[src/inc/gpgp_params.svh]
// register indices, field positions, codes and reset values of the gpio group
// assumes byte address = 4 * index on a 32-bit bus
`ifndef GPGP_PARAMS_SVH
`define GPGP_PARAMS_SVH
`define GP_IDX_DIR 6'h00
`define GP_IDX_DSET 6'h01
`define GP_IDX_DCLR 6'h02
`define GP_IDX_DTGL 6'h03
`define GP_IDX_OUT 6'h04
`define GP_IDX_OSET 6'h05
`define GP_IDX_OCLR 6'h06
`define GP_IDX_OTGL 6'h07
`define GP_IDX_IN 6'h08
`define GP_IDX_FLG 6'h09
`define GP_IDX_CTL 6'h0A
`define GP_IDX_CFG0 6'h10
`define GP_IDX_VP 6'h20
`define GP_IDX_VP_LAST 6'h23
`define GP_VP_DIR 2'h0
`define GP_VP_OUT 2'h1
`define GP_VP_IN 2'h2
`define GP_ADDR_LO 2'h0
`define GP_CFG_MASK 8'h8F
`define GP_CTL_SLEW 0
`define GP_SEN_OFF 3'h0
`define GP_SEN_ANY 3'h1
`define GP_SEN_RISE 3'h2
`define GP_SEN_FALL 3'h3
`define GP_SEN_INOFF 3'h4
`define GP_SEN_LOW 3'h5
`define GP_RST_BYTE 8'h00
`define GP_RST_WORD 32'h00000000
`endif

[src/inc/gpgp_pkg.sv]
// types shared by the gpio group logic
// assumes the constants header is compiled alongside
package gpgp_pkg;
  typedef struct packed {
    logic flip;
    logic [2:0] rsv;
    logic weak_high;
    logic [2:0] sense;
  } gpgp_cfg_t;
  typedef struct packed {
    logic [5:0] idx;
    logic [7:0] wdata;
  } gpgp_req_t;
endpackage

[src/core/gpgp_port.sv]
// gpio group: pad sampling, change sense flags, pad config, fast alias window
// assumes an APB master on REF_CLK_IN and pad inputs synchronous to it
// Behaviour
// - pad level register follows enabled pads
// - write to pad levels toggles drive levels
// - disabled input buffer holds sampled level
// - change flag sets on selected sense
// - writing one clears a change flag
// - one slew limit bit for all pads
// - per-pad config at 0x10 plus index
// - polarity flip inverts driven and sampled value
// - weak pull-high only on input-only pads
// - sense codes both, rising, falling edges
// - code 0 keeps buffer, no flags
// - code 4 disables buffer and flags
// - code 5 flags while level low
// - alias window mirrors four primary registers
// - drive enable one drives, zero input-only
// - drive enable never touches input buffer
// - drive level sets pad when driving
// - levels, flags, control at 8/9/A, reset zero
// - set, clear, toggle helpers on drive enable
`timescale 1ns/1ns
`include "gpgp_params.svh"
module gpgp_port
  import gpgp_pkg::*;
#(
  parameter int NUM_PADS = 8,
  parameter int ADDR_W = 8
) (
  // clock and reset
  input wire logic REF_CLK_IN,
  input wire logic RESET_IN,
  // apb slave
  input wire logic PSEL_IN,
  input wire logic PENABLE_IN,
  input wire logic PWRITE_IN,
  input wire logic [ADDR_W-1:0] PADDR_IN,
  input wire logic [31:0] PWDATA_IN,
  input wire logic [3:0] PSTRB_IN,
  output logic [31:0] PRDATA_OUT,
  output logic PREADY_OUT,
  output logic PSLVERR_OUT,
  // pads
  input wire logic [NUM_PADS-1:0] PAD_IN,
  output logic [NUM_PADS-1:0] PAD_OUT,
  output logic [NUM_PADS-1:0] PAD_OE_N_OUT,
  output logic [NUM_PADS-1:0] PAD_PULL_OUT,
  output logic [NUM_PADS-1:0] PAD_INBUF_OUT,
  output logic SLEW_LIMIT_OUT
);

  if (NUM_PADS < 1 || NUM_PADS > 8) begin : g_chk_pads
    $error("NUM_PADS must be 1 to 8");
  end
  if (ADDR_W < 8 || ADDR_W > 32) begin : g_chk_addr
    $error("ADDR_W must be 8 to 32");
  end

  localparam int NP = NUM_PADS;

  // port state
  logic [NP-1:0] drive_enable_ff;
  logic [NP-1:0] nxt_drive_enable;
  logic [NP-1:0] drive_level_ff;
  logic [NP-1:0] nxt_drive_level;
  logic [NP-1:0] pad_levels_ff;
  logic [NP-1:0] nxt_pad_levels;
  logic [NP-1:0] change_flags_ff;
  logic [NP-1:0] nxt_change_flags;
  logic slew_ff;
  logic nxt_slew;
  gpgp_cfg_t cfg_ff [NP];
  gpgp_cfg_t nxt_cfg [NP];
  logic [NP-1:0] sync1_ff;
  logic [NP-1:0] nxt_sync1;
  logic [NP-1:0] sync2_ff;
  logic [NP-1:0] nxt_sync2;
  // registered pad outputs
  logic [NP-1:0] pad_out_ff;
  logic [NP-1:0] nxt_pad_out;
  logic [NP-1:0] oe_n_ff;
  logic [NP-1:0] nxt_oe_n;
  logic [NP-1:0] pull_ff;
  logic [NP-1:0] nxt_pull;
  logic [NP-1:0] inbuf_ff;
  logic [NP-1:0] nxt_inbuf;
  // bus
  logic [31:0] prdata_ff;
  logic [31:0] nxt_prdata;
  logic pready_ff;
  logic nxt_pready;
  logic pslverr_ff;
  logic nxt_pslverr;
  // decode
  gpgp_req_t req;
  logic [5:0] pidx;
  logic setup;
  logic wr_go;
  logic hit;
  logic is_cfg;
  logic [2:0] cfg_sel;
  logic [7:0] rd;
  logic [NP-1:0] w_data;
  logic [NP-1:0] clr;
  logic [NP-1:0] en_vec;
  logic [NP-1:0] hit_vec;
  logic [NP-1:0] flip_vec;

  // alias window lands on the same storage, so both views stay coherent
  function automatic logic [5:0] gp_remap(input logic [5:0] i);
    logic [5:0] d;
    d = i - `GP_IDX_VP;
    gp_remap = i;
    if (i >= `GP_IDX_VP && i <= `GP_IDX_VP_LAST) begin
      if (d[1:0] == `GP_VP_DIR) begin
        gp_remap = `GP_IDX_DIR;
      end else if (d[1:0] == `GP_VP_OUT) begin
        gp_remap = `GP_IDX_OUT;
      end else if (d[1:0] == `GP_VP_IN) begin
        gp_remap = `GP_IDX_IN;
      end else begin
        gp_remap = `GP_IDX_FLG;
      end
    end
  endfunction

  assign setup = PSEL_IN & ~PENABLE_IN;
  assign req.idx = PADDR_IN[7:2];
  assign req.wdata = PWDATA_IN[7:0];
  assign pidx = gp_remap(req.idx);
  assign w_data = req.wdata[NP-1:0];
  assign cfg_sel = 3'(pidx - `GP_IDX_CFG0);
  assign is_cfg = pidx >= `GP_IDX_CFG0 && pidx < `GP_IDX_CFG0 + 6'(NP);
  // a write lands only at the access edge that sees our ready
  assign wr_go = PSEL_IN & PENABLE_IN & pready_ff & PWRITE_IN & PSTRB_IN[0] & ~pslverr_ff;

  // read mux and map check
  always_comb begin
    hit = 1'b1;
    rd = `GP_RST_BYTE;
    if (PADDR_IN[1:0] != `GP_ADDR_LO || (PADDR_IN >> 8) != '0) begin
      hit = 1'b0;
    end else if (pidx >= `GP_IDX_DIR && pidx <= `GP_IDX_DTGL) begin
      rd = 8'(drive_enable_ff);
    end else if (pidx >= `GP_IDX_OUT && pidx <= `GP_IDX_OTGL) begin
      rd = 8'(drive_level_ff);
    end else if (pidx == `GP_IDX_IN) begin
      rd = 8'(pad_levels_ff);
    end else if (pidx == `GP_IDX_FLG) begin
      rd = 8'(change_flags_ff);
    end else if (pidx == `GP_IDX_CTL) begin
      rd = 8'(slew_ff);
    end else if (is_cfg) begin
      rd = cfg_ff[cfg_sel] & `GP_CFG_MASK;
    end else begin
      hit = 1'b0;
    end
  end

  // no wait state: data and ready are captured at the setup edge
  always_comb begin
    nxt_pready = setup;
    nxt_pslverr = setup & ~hit;
    nxt_prdata = prdata_ff;
    if (setup) begin
      nxt_prdata = {24'h000000, rd};
    end
  end

  always_ff @(posedge REF_CLK_IN) begin
    if (RESET_IN) begin
      prdata_ff <= `GP_RST_WORD;
      pready_ff <= 1'b0;
      pslverr_ff <= 1'b0;
    end else begin
      prdata_ff <= nxt_prdata;
      pready_ff <= nxt_pready;
      pslverr_ff <= nxt_pslverr;
    end
  end

  // software writes
  always_comb begin
    nxt_drive_enable = drive_enable_ff;
    nxt_drive_level = drive_level_ff;
    nxt_slew = slew_ff;
    nxt_cfg = cfg_ff;
    clr = '0;
    if (wr_go) begin
      if (pidx == `GP_IDX_DIR) begin
        nxt_drive_enable = w_data;
      end else if (pidx == `GP_IDX_DSET) begin
        nxt_drive_enable = drive_enable_ff | w_data;
      end else if (pidx == `GP_IDX_DCLR) begin
        nxt_drive_enable = drive_enable_ff & ~w_data;
      end else if (pidx == `GP_IDX_DTGL) begin
        nxt_drive_enable = drive_enable_ff ^ w_data;
      end else if (pidx == `GP_IDX_OUT) begin
        nxt_drive_level = w_data;
      end else if (pidx == `GP_IDX_OSET) begin
        nxt_drive_level = drive_level_ff | w_data;
      end else if (pidx == `GP_IDX_OCLR) begin
        nxt_drive_level = drive_level_ff & ~w_data;
      end else if (pidx == `GP_IDX_OTGL) begin
        nxt_drive_level = drive_level_ff ^ w_data;
      end else if (pidx == `GP_IDX_IN) begin
        // the written value is not stored in the level register
        nxt_drive_level = drive_level_ff ^ w_data;
      end else if (pidx == `GP_IDX_FLG) begin
        clr = w_data;
      end else if (pidx == `GP_IDX_CTL) begin
        nxt_slew = req.wdata[`GP_CTL_SLEW];
      end else if (is_cfg) begin
        nxt_cfg[cfg_sel] = req.wdata & `GP_CFG_MASK;
      end
    end
  end

  always_ff @(posedge REF_CLK_IN) begin
    if (RESET_IN) begin
      drive_enable_ff <= '0;
      drive_level_ff <= '0;
      slew_ff <= 1'b0;
      for (int i = 0; i < NP; i++) begin
        cfg_ff[i] <= `GP_RST_BYTE;
      end
    end else begin
      drive_enable_ff <= nxt_drive_enable;
      drive_level_ff <= nxt_drive_level;
      slew_ff <= nxt_slew;
      cfg_ff <= nxt_cfg;
    end
  end

  // pad sampling, sense and pad drive
  always_comb begin
    logic rise;
    logic fall;
    logic [2:0] s;
    rise = 1'b0;
    fall = 1'b0;
    s = `GP_SEN_OFF;
    en_vec = '0;
    hit_vec = '0;
    flip_vec = '0;
    nxt_pad_levels = pad_levels_ff;
    nxt_change_flags = change_flags_ff;
    nxt_pad_out = pad_out_ff;
    nxt_oe_n = oe_n_ff;
    nxt_pull = pull_ff;
    nxt_inbuf = inbuf_ff;
    for (int i = 0; i < NP; i++) begin
      s = cfg_ff[i].sense;
      flip_vec[i] = cfg_ff[i].flip;
      // buffer depends on sense code only, never on drive enable
      en_vec[i] = s != `GP_SEN_INOFF;
      if (en_vec[i]) begin
        nxt_pad_levels[i] = sync2_ff[i];
      end else begin
        nxt_pad_levels[i] = pad_levels_ff[i];
      end
      // edges are judged against the last sampled level
      rise = en_vec[i] & sync2_ff[i] & ~pad_levels_ff[i];
      fall = en_vec[i] & ~sync2_ff[i] & pad_levels_ff[i];
      case (s)
        `GP_SEN_ANY: hit_vec[i] = rise | fall;
        `GP_SEN_RISE: hit_vec[i] = rise;
        `GP_SEN_FALL: hit_vec[i] = fall;
        `GP_SEN_LOW: hit_vec[i] = ~sync2_ff[i];
        default: hit_vec[i] = 1'b0;
      endcase
      // a new event beats a clear in the same cycle
      nxt_change_flags[i] = (change_flags_ff[i] & ~clr[i]) | hit_vec[i];
      nxt_pad_out[i] = drive_level_ff[i] ^ cfg_ff[i].flip;
      nxt_oe_n[i] = ~drive_enable_ff[i];
      nxt_pull[i] = cfg_ff[i].weak_high & ~drive_enable_ff[i];
      nxt_inbuf[i] = en_vec[i];
    end
  end

  // flip before the synchroniser so sense sees the logical level
  always_comb begin
    nxt_sync1 = PAD_IN ^ flip_vec;
    nxt_sync2 = sync1_ff;
  end

  always_ff @(posedge REF_CLK_IN) begin
    if (RESET_IN) begin
      sync1_ff <= '0;
      sync2_ff <= '0;
      pad_levels_ff <= '0;
      change_flags_ff <= '0;
      pad_out_ff <= '0;
      oe_n_ff <= '1;
      pull_ff <= '0;
      inbuf_ff <= '1;
    end else begin
      sync1_ff <= nxt_sync1;
      sync2_ff <= nxt_sync2;
      pad_levels_ff <= nxt_pad_levels;
      change_flags_ff <= nxt_change_flags;
      pad_out_ff <= nxt_pad_out;
      oe_n_ff <= nxt_oe_n;
      pull_ff <= nxt_pull;
      inbuf_ff <= nxt_inbuf;
    end
  end

  assign PRDATA_OUT = prdata_ff;
  assign PREADY_OUT = pready_ff;
  assign PSLVERR_OUT = pslverr_ff;
  assign PAD_OUT = pad_out_ff;
  assign PAD_OE_N_OUT = oe_n_ff;
  assign PAD_PULL_OUT = pull_ff;
  assign PAD_INBUF_OUT = inbuf_ff;
  assign SLEW_LIMIT_OUT = slew_ff;
endmodule

[config.mk]
export PLATFORM = sky130hd
export DESIGN_NAME = gpgp_port
export DESIGN_NICKNAME = d
export VERILOG_FILES = /design/src/inc/gpgp_pkg.sv /design/src/core/gpgp_port.sv
export VERILOG_INCLUDE_DIRS = /design/src /design/src/inc
export SDC_FILE = /design/constraint.sdc
export NUM_CORES = 1
export LEC_CHECK = 0
export ABC_AREA = 0
export BUFFER_PORTS_ARGS = -buffer_cell sky130_fd_sc_hd__clkbuf_2
export CORE_ASPECT_RATIO = 0.9
export CORE_MARGIN = 2
export CORE_UTILIZATION = 51
export CTS_BUF_LIST = sky130_fd_sc_hd__clkbuf_16
export DETAILED_ROUTE_END_ITERATION = 8
export PLACE_DENSITY = 0.77
export SLEW_MARGIN = 25
export SYNTH_ARGS = -nofsm -noshare
export SYNTH_HDL_FRONTEND = slang
export SYNTH_SLANG_ARGS = --single-unit
[constraint.sdc]
create_clock -name REF_CLK_IN -period 2.04 [get_ports REF_CLK_IN]
set_input_delay 0.408 -clock REF_CLK_IN [delete_from_list [all_inputs] [get_ports REF_CLK_IN]]
set_output_delay 0.408 -clock REF_CLK_IN [all_outputs]
set_load 0.02 [all_outputs]
---- Word level (Yosys, flattened, before mapping) ----
Index checks and enable logic that the tools add are counted.
cells by class
  reductions and logical operators ........ 14
  $add $sub $neg .......................... 2
  bitwise logic cells ..................... 134
  mux-type cells .......................... 52
  order comparisons ....................... 10
  equal/unequal tests ..................... 52
operators by type and width
  cell                                                 number
  two-way mux 8 bit                                    30
  bitwise mux 64 bit                                   1
  AND 1 bit                                            55
  equality test 3 x 2 -> 1 bit, second input constant  16
  NOT 1 bit                                            46
  case mux 1 bit (4 select lines)                      8
  binary-select mux 8 bit (select 3 bit)               1
  demux 8 bit (select 3 bit)                           1
  equality test 3 x 1 -> 1 bit, second input constant  8
  equality test 3 bit, second input constant           8
  equality test 6 x 3 -> 1 bit, second input constant  4
  != test 3 bit, second input constant                 8
  XOR 8 bit                                            3
  equality test 6 x 4 -> 1 bit, second input constant  3
  AND 8 bit                                            2
  bitwise OR 1 bit                                     16
  bitwise OR 8 bit                                     2
  AND reduction 13 bit                                 1
  equality test 6 x 2 -> 1 bit, second input constant  2
  two-way mux 6 bit                                    2
  AND reduction 12 bit                                 1
  two-way mux 1 bit                                    8
  NOT 8 bit                                            1
  XOR 1 bit                                            8
  25 further kinds                                     29
storage, ports and cells
  word-level logic and storage cells ...... 317
  input bits .............................. 57
  register bits ........................... 155

---- Depth between registers and ports, before layout ----
  depth after elaboration ................. 21
  depth in mapped cells ................... 8
  depth with buffers taken out ............ 6

---- Least setup slack after synthesis ----
No wires, ideal clock.
  path type ............................... in2reg
  start point ............................. in PADDR_IN[5]
  end point ............................... reg prdata_ff[7], in the netlist PRDATA_OUT[7]
  data arrival time ....................... 2059 ps
  buffers on the path ..................... 3
  data required time ...................... 1925 ps
  slack ................................... -134 ps
  cell stages on the path ................. 8
  cells stage by stage .................... buf_6 > or4b_4 > buf_6 > maj3_4 > buf_6 > o221ai_2 > o2111ai_1 > o21a_1
on the way
  cells in the longest elaborated chain, start to end .. 15
RTL lines
  element                                                                                 line              source
  start: declaration                                                                      gpgp_port.sv:38   input wire logic [ADDR_W-1:0] PADDR_IN,
  >= comparator 6 bit (no line) / less-or-equal comparator 6 bit (equally long branches)  --
  logical AND 1 bit (no line)                                                             --
  two-way mux 6 bit (*)                                                                   gpgp_port.sv:115  if (i >= `GP_IDX_VP && i <= `GP_IDX_VP_LAST) begin
  subtractor 3 x 1 -> 3 bit (no line)                                                     --
  NOT 3 -> 4 bit                                                                          gpgp_port.sv:155  rd = cfg_ff[cfg_sel] & `GP_CFG_MASK;
  binary-select mux 8 bit (select 3 bit)                                                  gpgp_port.sv:155
  two-way mux 8 bit (implied by the code) (2 in a row)                                    gpgp_port.sv:155
  two-way mux 8 bit                                                                       gpgp_port.sv:154  end else if (is_cfg) begin
  two-way mux 8 bit                                                                       gpgp_port.sv:152  end else if (pidx == `GP_IDX_CTL) begin
  two-way mux 8 bit                                                                       gpgp_port.sv:150  end else if (pidx == `GP_IDX_FLG) begin
  two-way mux 8 bit                                                                       gpgp_port.sv:148  end else if (pidx == `GP_IDX_IN) begin
  two-way mux 8 bit                                                                       gpgp_port.sv:146  end else if (pidx >= `GP_IDX_OUT && pidx <= `GP_IDX_OTGL) begin
  two-way mux 8 bit (*)                                                                   gpgp_port.sv:144  end else if (pidx >= `GP_IDX_DIR && pidx <= `GP_IDX_DTGL) begin
  two-way mux 8 bit (*)                                                                   gpgp_port.sv:142  if (PADDR_IN[1:0] != `GP_ADDR_LO || (PADDR_IN >> 8) != '0) begin
  end signal: assignment                                                                  gpgp_port.sv:173  prdata_ff <= `GP_RST_WORD;
  end signal: assignment                                                                  gpgp_port.sv:177  prdata_ff <= nxt_prdata;
  end: declaration                                                                        gpgp_port.sv:89   logic [31:0] prdata_ff;
Mark *: on every way between the ends. The rest lies on a longest branch, timed or not. The select of a mux whose other input is x is not followed.
A chain may end at the register's enable or synchronous reset.

---- Final worst setup path ----
  start point ............................. in PADDR_IN[5]
  end point ............................... reg prdata_ff[3], in the netlist PRDATA_OUT[3]
Same word-level chain as after synthesis.

==> flow_summary.yaml <==
timing:
  slew_headroom: 0.489
  setup_viol: 0
  fin_crit_sh: 0.996
  rsz0062_at_grt: "no"
  clock.fmax_mhz: 492
  fin_worst_skew_ns: 0.0170
  maxSlewViolCount: 0
  fin_crit_ns: 2.03
  final_hold_viol_count: 0
  worst_pin_slew_ns: 0.766
global_routing:
  grt_pass1_vias: 6001
  antenna_found_initial: 1
  grt_pass1_wl_um: 32200
  top_usage_layer: "met2"
  overflow: 0
  grt_use_total: 0.287
  gr-usage-met3: 0.0898
  grt_start_max_net_pins: 57
  met1_usage: 0.382
  met2_usage: 0.424
placed_design:
  place_inst: 1092
  io_buffers: 72
  hpwl_um: 14800
  gp_congestion: 0.970
worst_hold_path:
  min_path_type: "input pin to flip-flop"
cts:
  hold_buffers: 0
  cts_tree: "built"
  clockRootBuffer: "clkbuf_16"
  cts_buffer_depth: 2
  cts_setup_buffers: 0
  clock_latency_ns: 0.43
  numCtsBuffers: 17
  cts_sinks: 131
  cts.reportedPaths.clkPinSlew_ns: 0.06
  htreeDepth: 4
  cts_resized: 0
synthesis:
  async_flop_share: 0
  synth_warnings: 0
  synth_edf_count: 0
  synth.distinct_cells: 63
  yosysTopAreaCell: "dfxtp_1"
  syn_inst: 829
  synthesis.area_um2: 7030
  synthTopCellsByArea: "dfxtp_1 37%, mux2i_1 5.8%, ha_1 5.7%"
  synth_top_area_share: 0.373
  synth_flop_cell: "dfxtp_1"
  synth-seq-area-share: 0.373
  ys_ff_latch: 131
  syn_area_per_cell_um2: 8.48
power_and_ir_drop:
  cellPowerDensity_nw_per_um2: 769
  p_leak_nw: 3.40
  total_power_mw: 6.61
  max-vdd-ir-drop_uv: 623
layout:
  drive_gt1_frac: 0.226
  fin_cells: 1124
  final_nets: 1032
  antennaDiodeCount: 0
  syn2layout_area_growth_pct: 22.2
worst_setup_path:
  criticalPathCategory: "input pin to flip-flop"
  cp-start-kind: "input pin"
  crit_fanout: 10
  worst_setup_path_end_kind: "flip-flop"
  cp.arrival_ns: 2.35
  worstPathRequired_ns: 2.36
routing:
  wirelength_um: 20600
  antenna_left: 0
  routed-via-count: 6589
  vias_per_cell: 5.86
  drt-wirelength-per-cell_um: 18.3
  first_iter_violations: 777
  drc: 0
  drt_pass1_iterations: 6
outcome:
  status: "finished, final reports clean"
flow_run:
  drv_cap: 0
die:
  core_area_um2: 13400
  initial_core_util: 0.524
  pin_count: 124
  fp.dieH_um: 115
  die_w_um: 128
  die_area_um2: 14700
  rows: 40
sequential cells by signal, indices dropped and copies added, names as in the netlist:
signal           flops
cfg_ff              40
PAD_INBUF_OUT        8
PAD_OE_N_OUT         8
PAD_OUT              8
PAD_PULL_OUT         8
PRDATA_OUT           8
change_flags_ff      8
drive_enable_ff      8
drive_level_ff       8
nxt_sync2            8
pad_levels_ff        8
sync2_ff             8
PREADY_OUT           1
PSLVERR_OUT          1
SLEW_LIMIT_OUT       1
area by class of cell:
type                    count  area, um2
multi-input cells         613       3980
inverters                  28        105
clock inverters            15        236
flip-flops and latches    131       2620
fillers                  1132       4820
clock buffers              17        425
repair buffers            152       1010
well taps                 168        210
stage by stage:
stage,instance area [um2],setup slack (ns),setup TNS (ns),hold slack [ns],util
2_1_floorplan,7140,-0.113,-0.546,0.412,-
3_3_place_gp,7930,-0.275,-7.35,0.417,0.591
3_5_place_dp,7930,-0.299,-8.72,0.427,0.591
4_1_cts,8590,0.111,0,0.203,0.641
5_1_grt,8590,0.0109,0,0.241,0.641
6_report,8590,0.00786,0,0.222,0.641
power by group:
| part | switching (mW) | internal [mW] | total (mW) | leakage, nW |
|---|---|---|---|---|
| sequential | 0.0160 | 2.58 | 2.60 | 1.06 |
| combinational | 0.351 | 0.208 | 0.560 | 2.01 |
| clock | 1.17 | 2.28 | 3.45 | 0.322 |
| total | 1.54 | 5.07 | 6.61 | 3.40 |
synth_stat cells (11+ instances only):
cell and n:
mux2_2 11, o21ai_0 45, mux2i_1 41, nand2b_1 24
dfxtp_1 131, o211ai_1 18, a21oi_1 49, buf_4 25
xnor2_1 17, buf_2 14, ha_1 32, o22ai_1 13
nor2_1 73, clkbuf_1 30, nand3_1 60, nor3b_1 14
nor2b_1 13, nand2_1 65, inv_1 27
layout by cell type, fill, tap and decap left out, types with 14 or more instances in the layout:
cell / instances
conb_1: 24
buf_4: 77
inv_1: 27
ha_1: 32
o21ai_0: 44
clkbuf_2: 71
nor2_1: 73
nand2b_1: 24
nor3b_1: 14
mux2i_1: 41
nand2_1: 65
a21oi_1: 49
o211ai_1: 18
nand3_1: 58
clkbuf_16: 17
xnor2_1: 17
dfxtp_1: 131
metal layers:
layer  vias to the layer above  wire length [um]
met5                         -                23
met4                         2               707
met3                        51              1960
met2                       343              8790
met1                      3054              9090
li1                       3139                 -
worst max-delay path, cell delays in order:
cell       delay, ns
clkbuf_2        0.18
or3b_2          0.47
a2111oi_0       0.60
and4b_1         0.29
a31oi_1         0.17
a21bo_1         0.22
logic make-up after synthesis:
group / after synthesis / share of synthesized area
flip-flops: 131 / 0.373
AO/OA/AOI/OAI: 189 / 0.176
buffers and inverters: 108 / 0.0767
AND/OR/NAND/NOR: 298 / 0.218
multiplexers: 52 / 0.0760
adder cells (fa/ha/maj): 33 / 0.0589
other: 1 / 0.000533
XOR/XNOR: 17 / 0.0212
final timing paths:
kind | to | cells after the start | slack, ns | start
setup / recovery | PRDATA_OUT[3] | 6 | 0.008 | PADDR_IN[5]
hold / removal | nxt_sync2[1] | 3 | 0.22 | PAD_IN[1]
setup reg to reg | cfg_ff[1] | 6 | 0.17 | PREADY_OUT
hold reg to reg | sync2_ff[1] | 1 | 0.44 | nxt_sync2[1]
No activity file was read; power rests on OpenSTA's default activity.
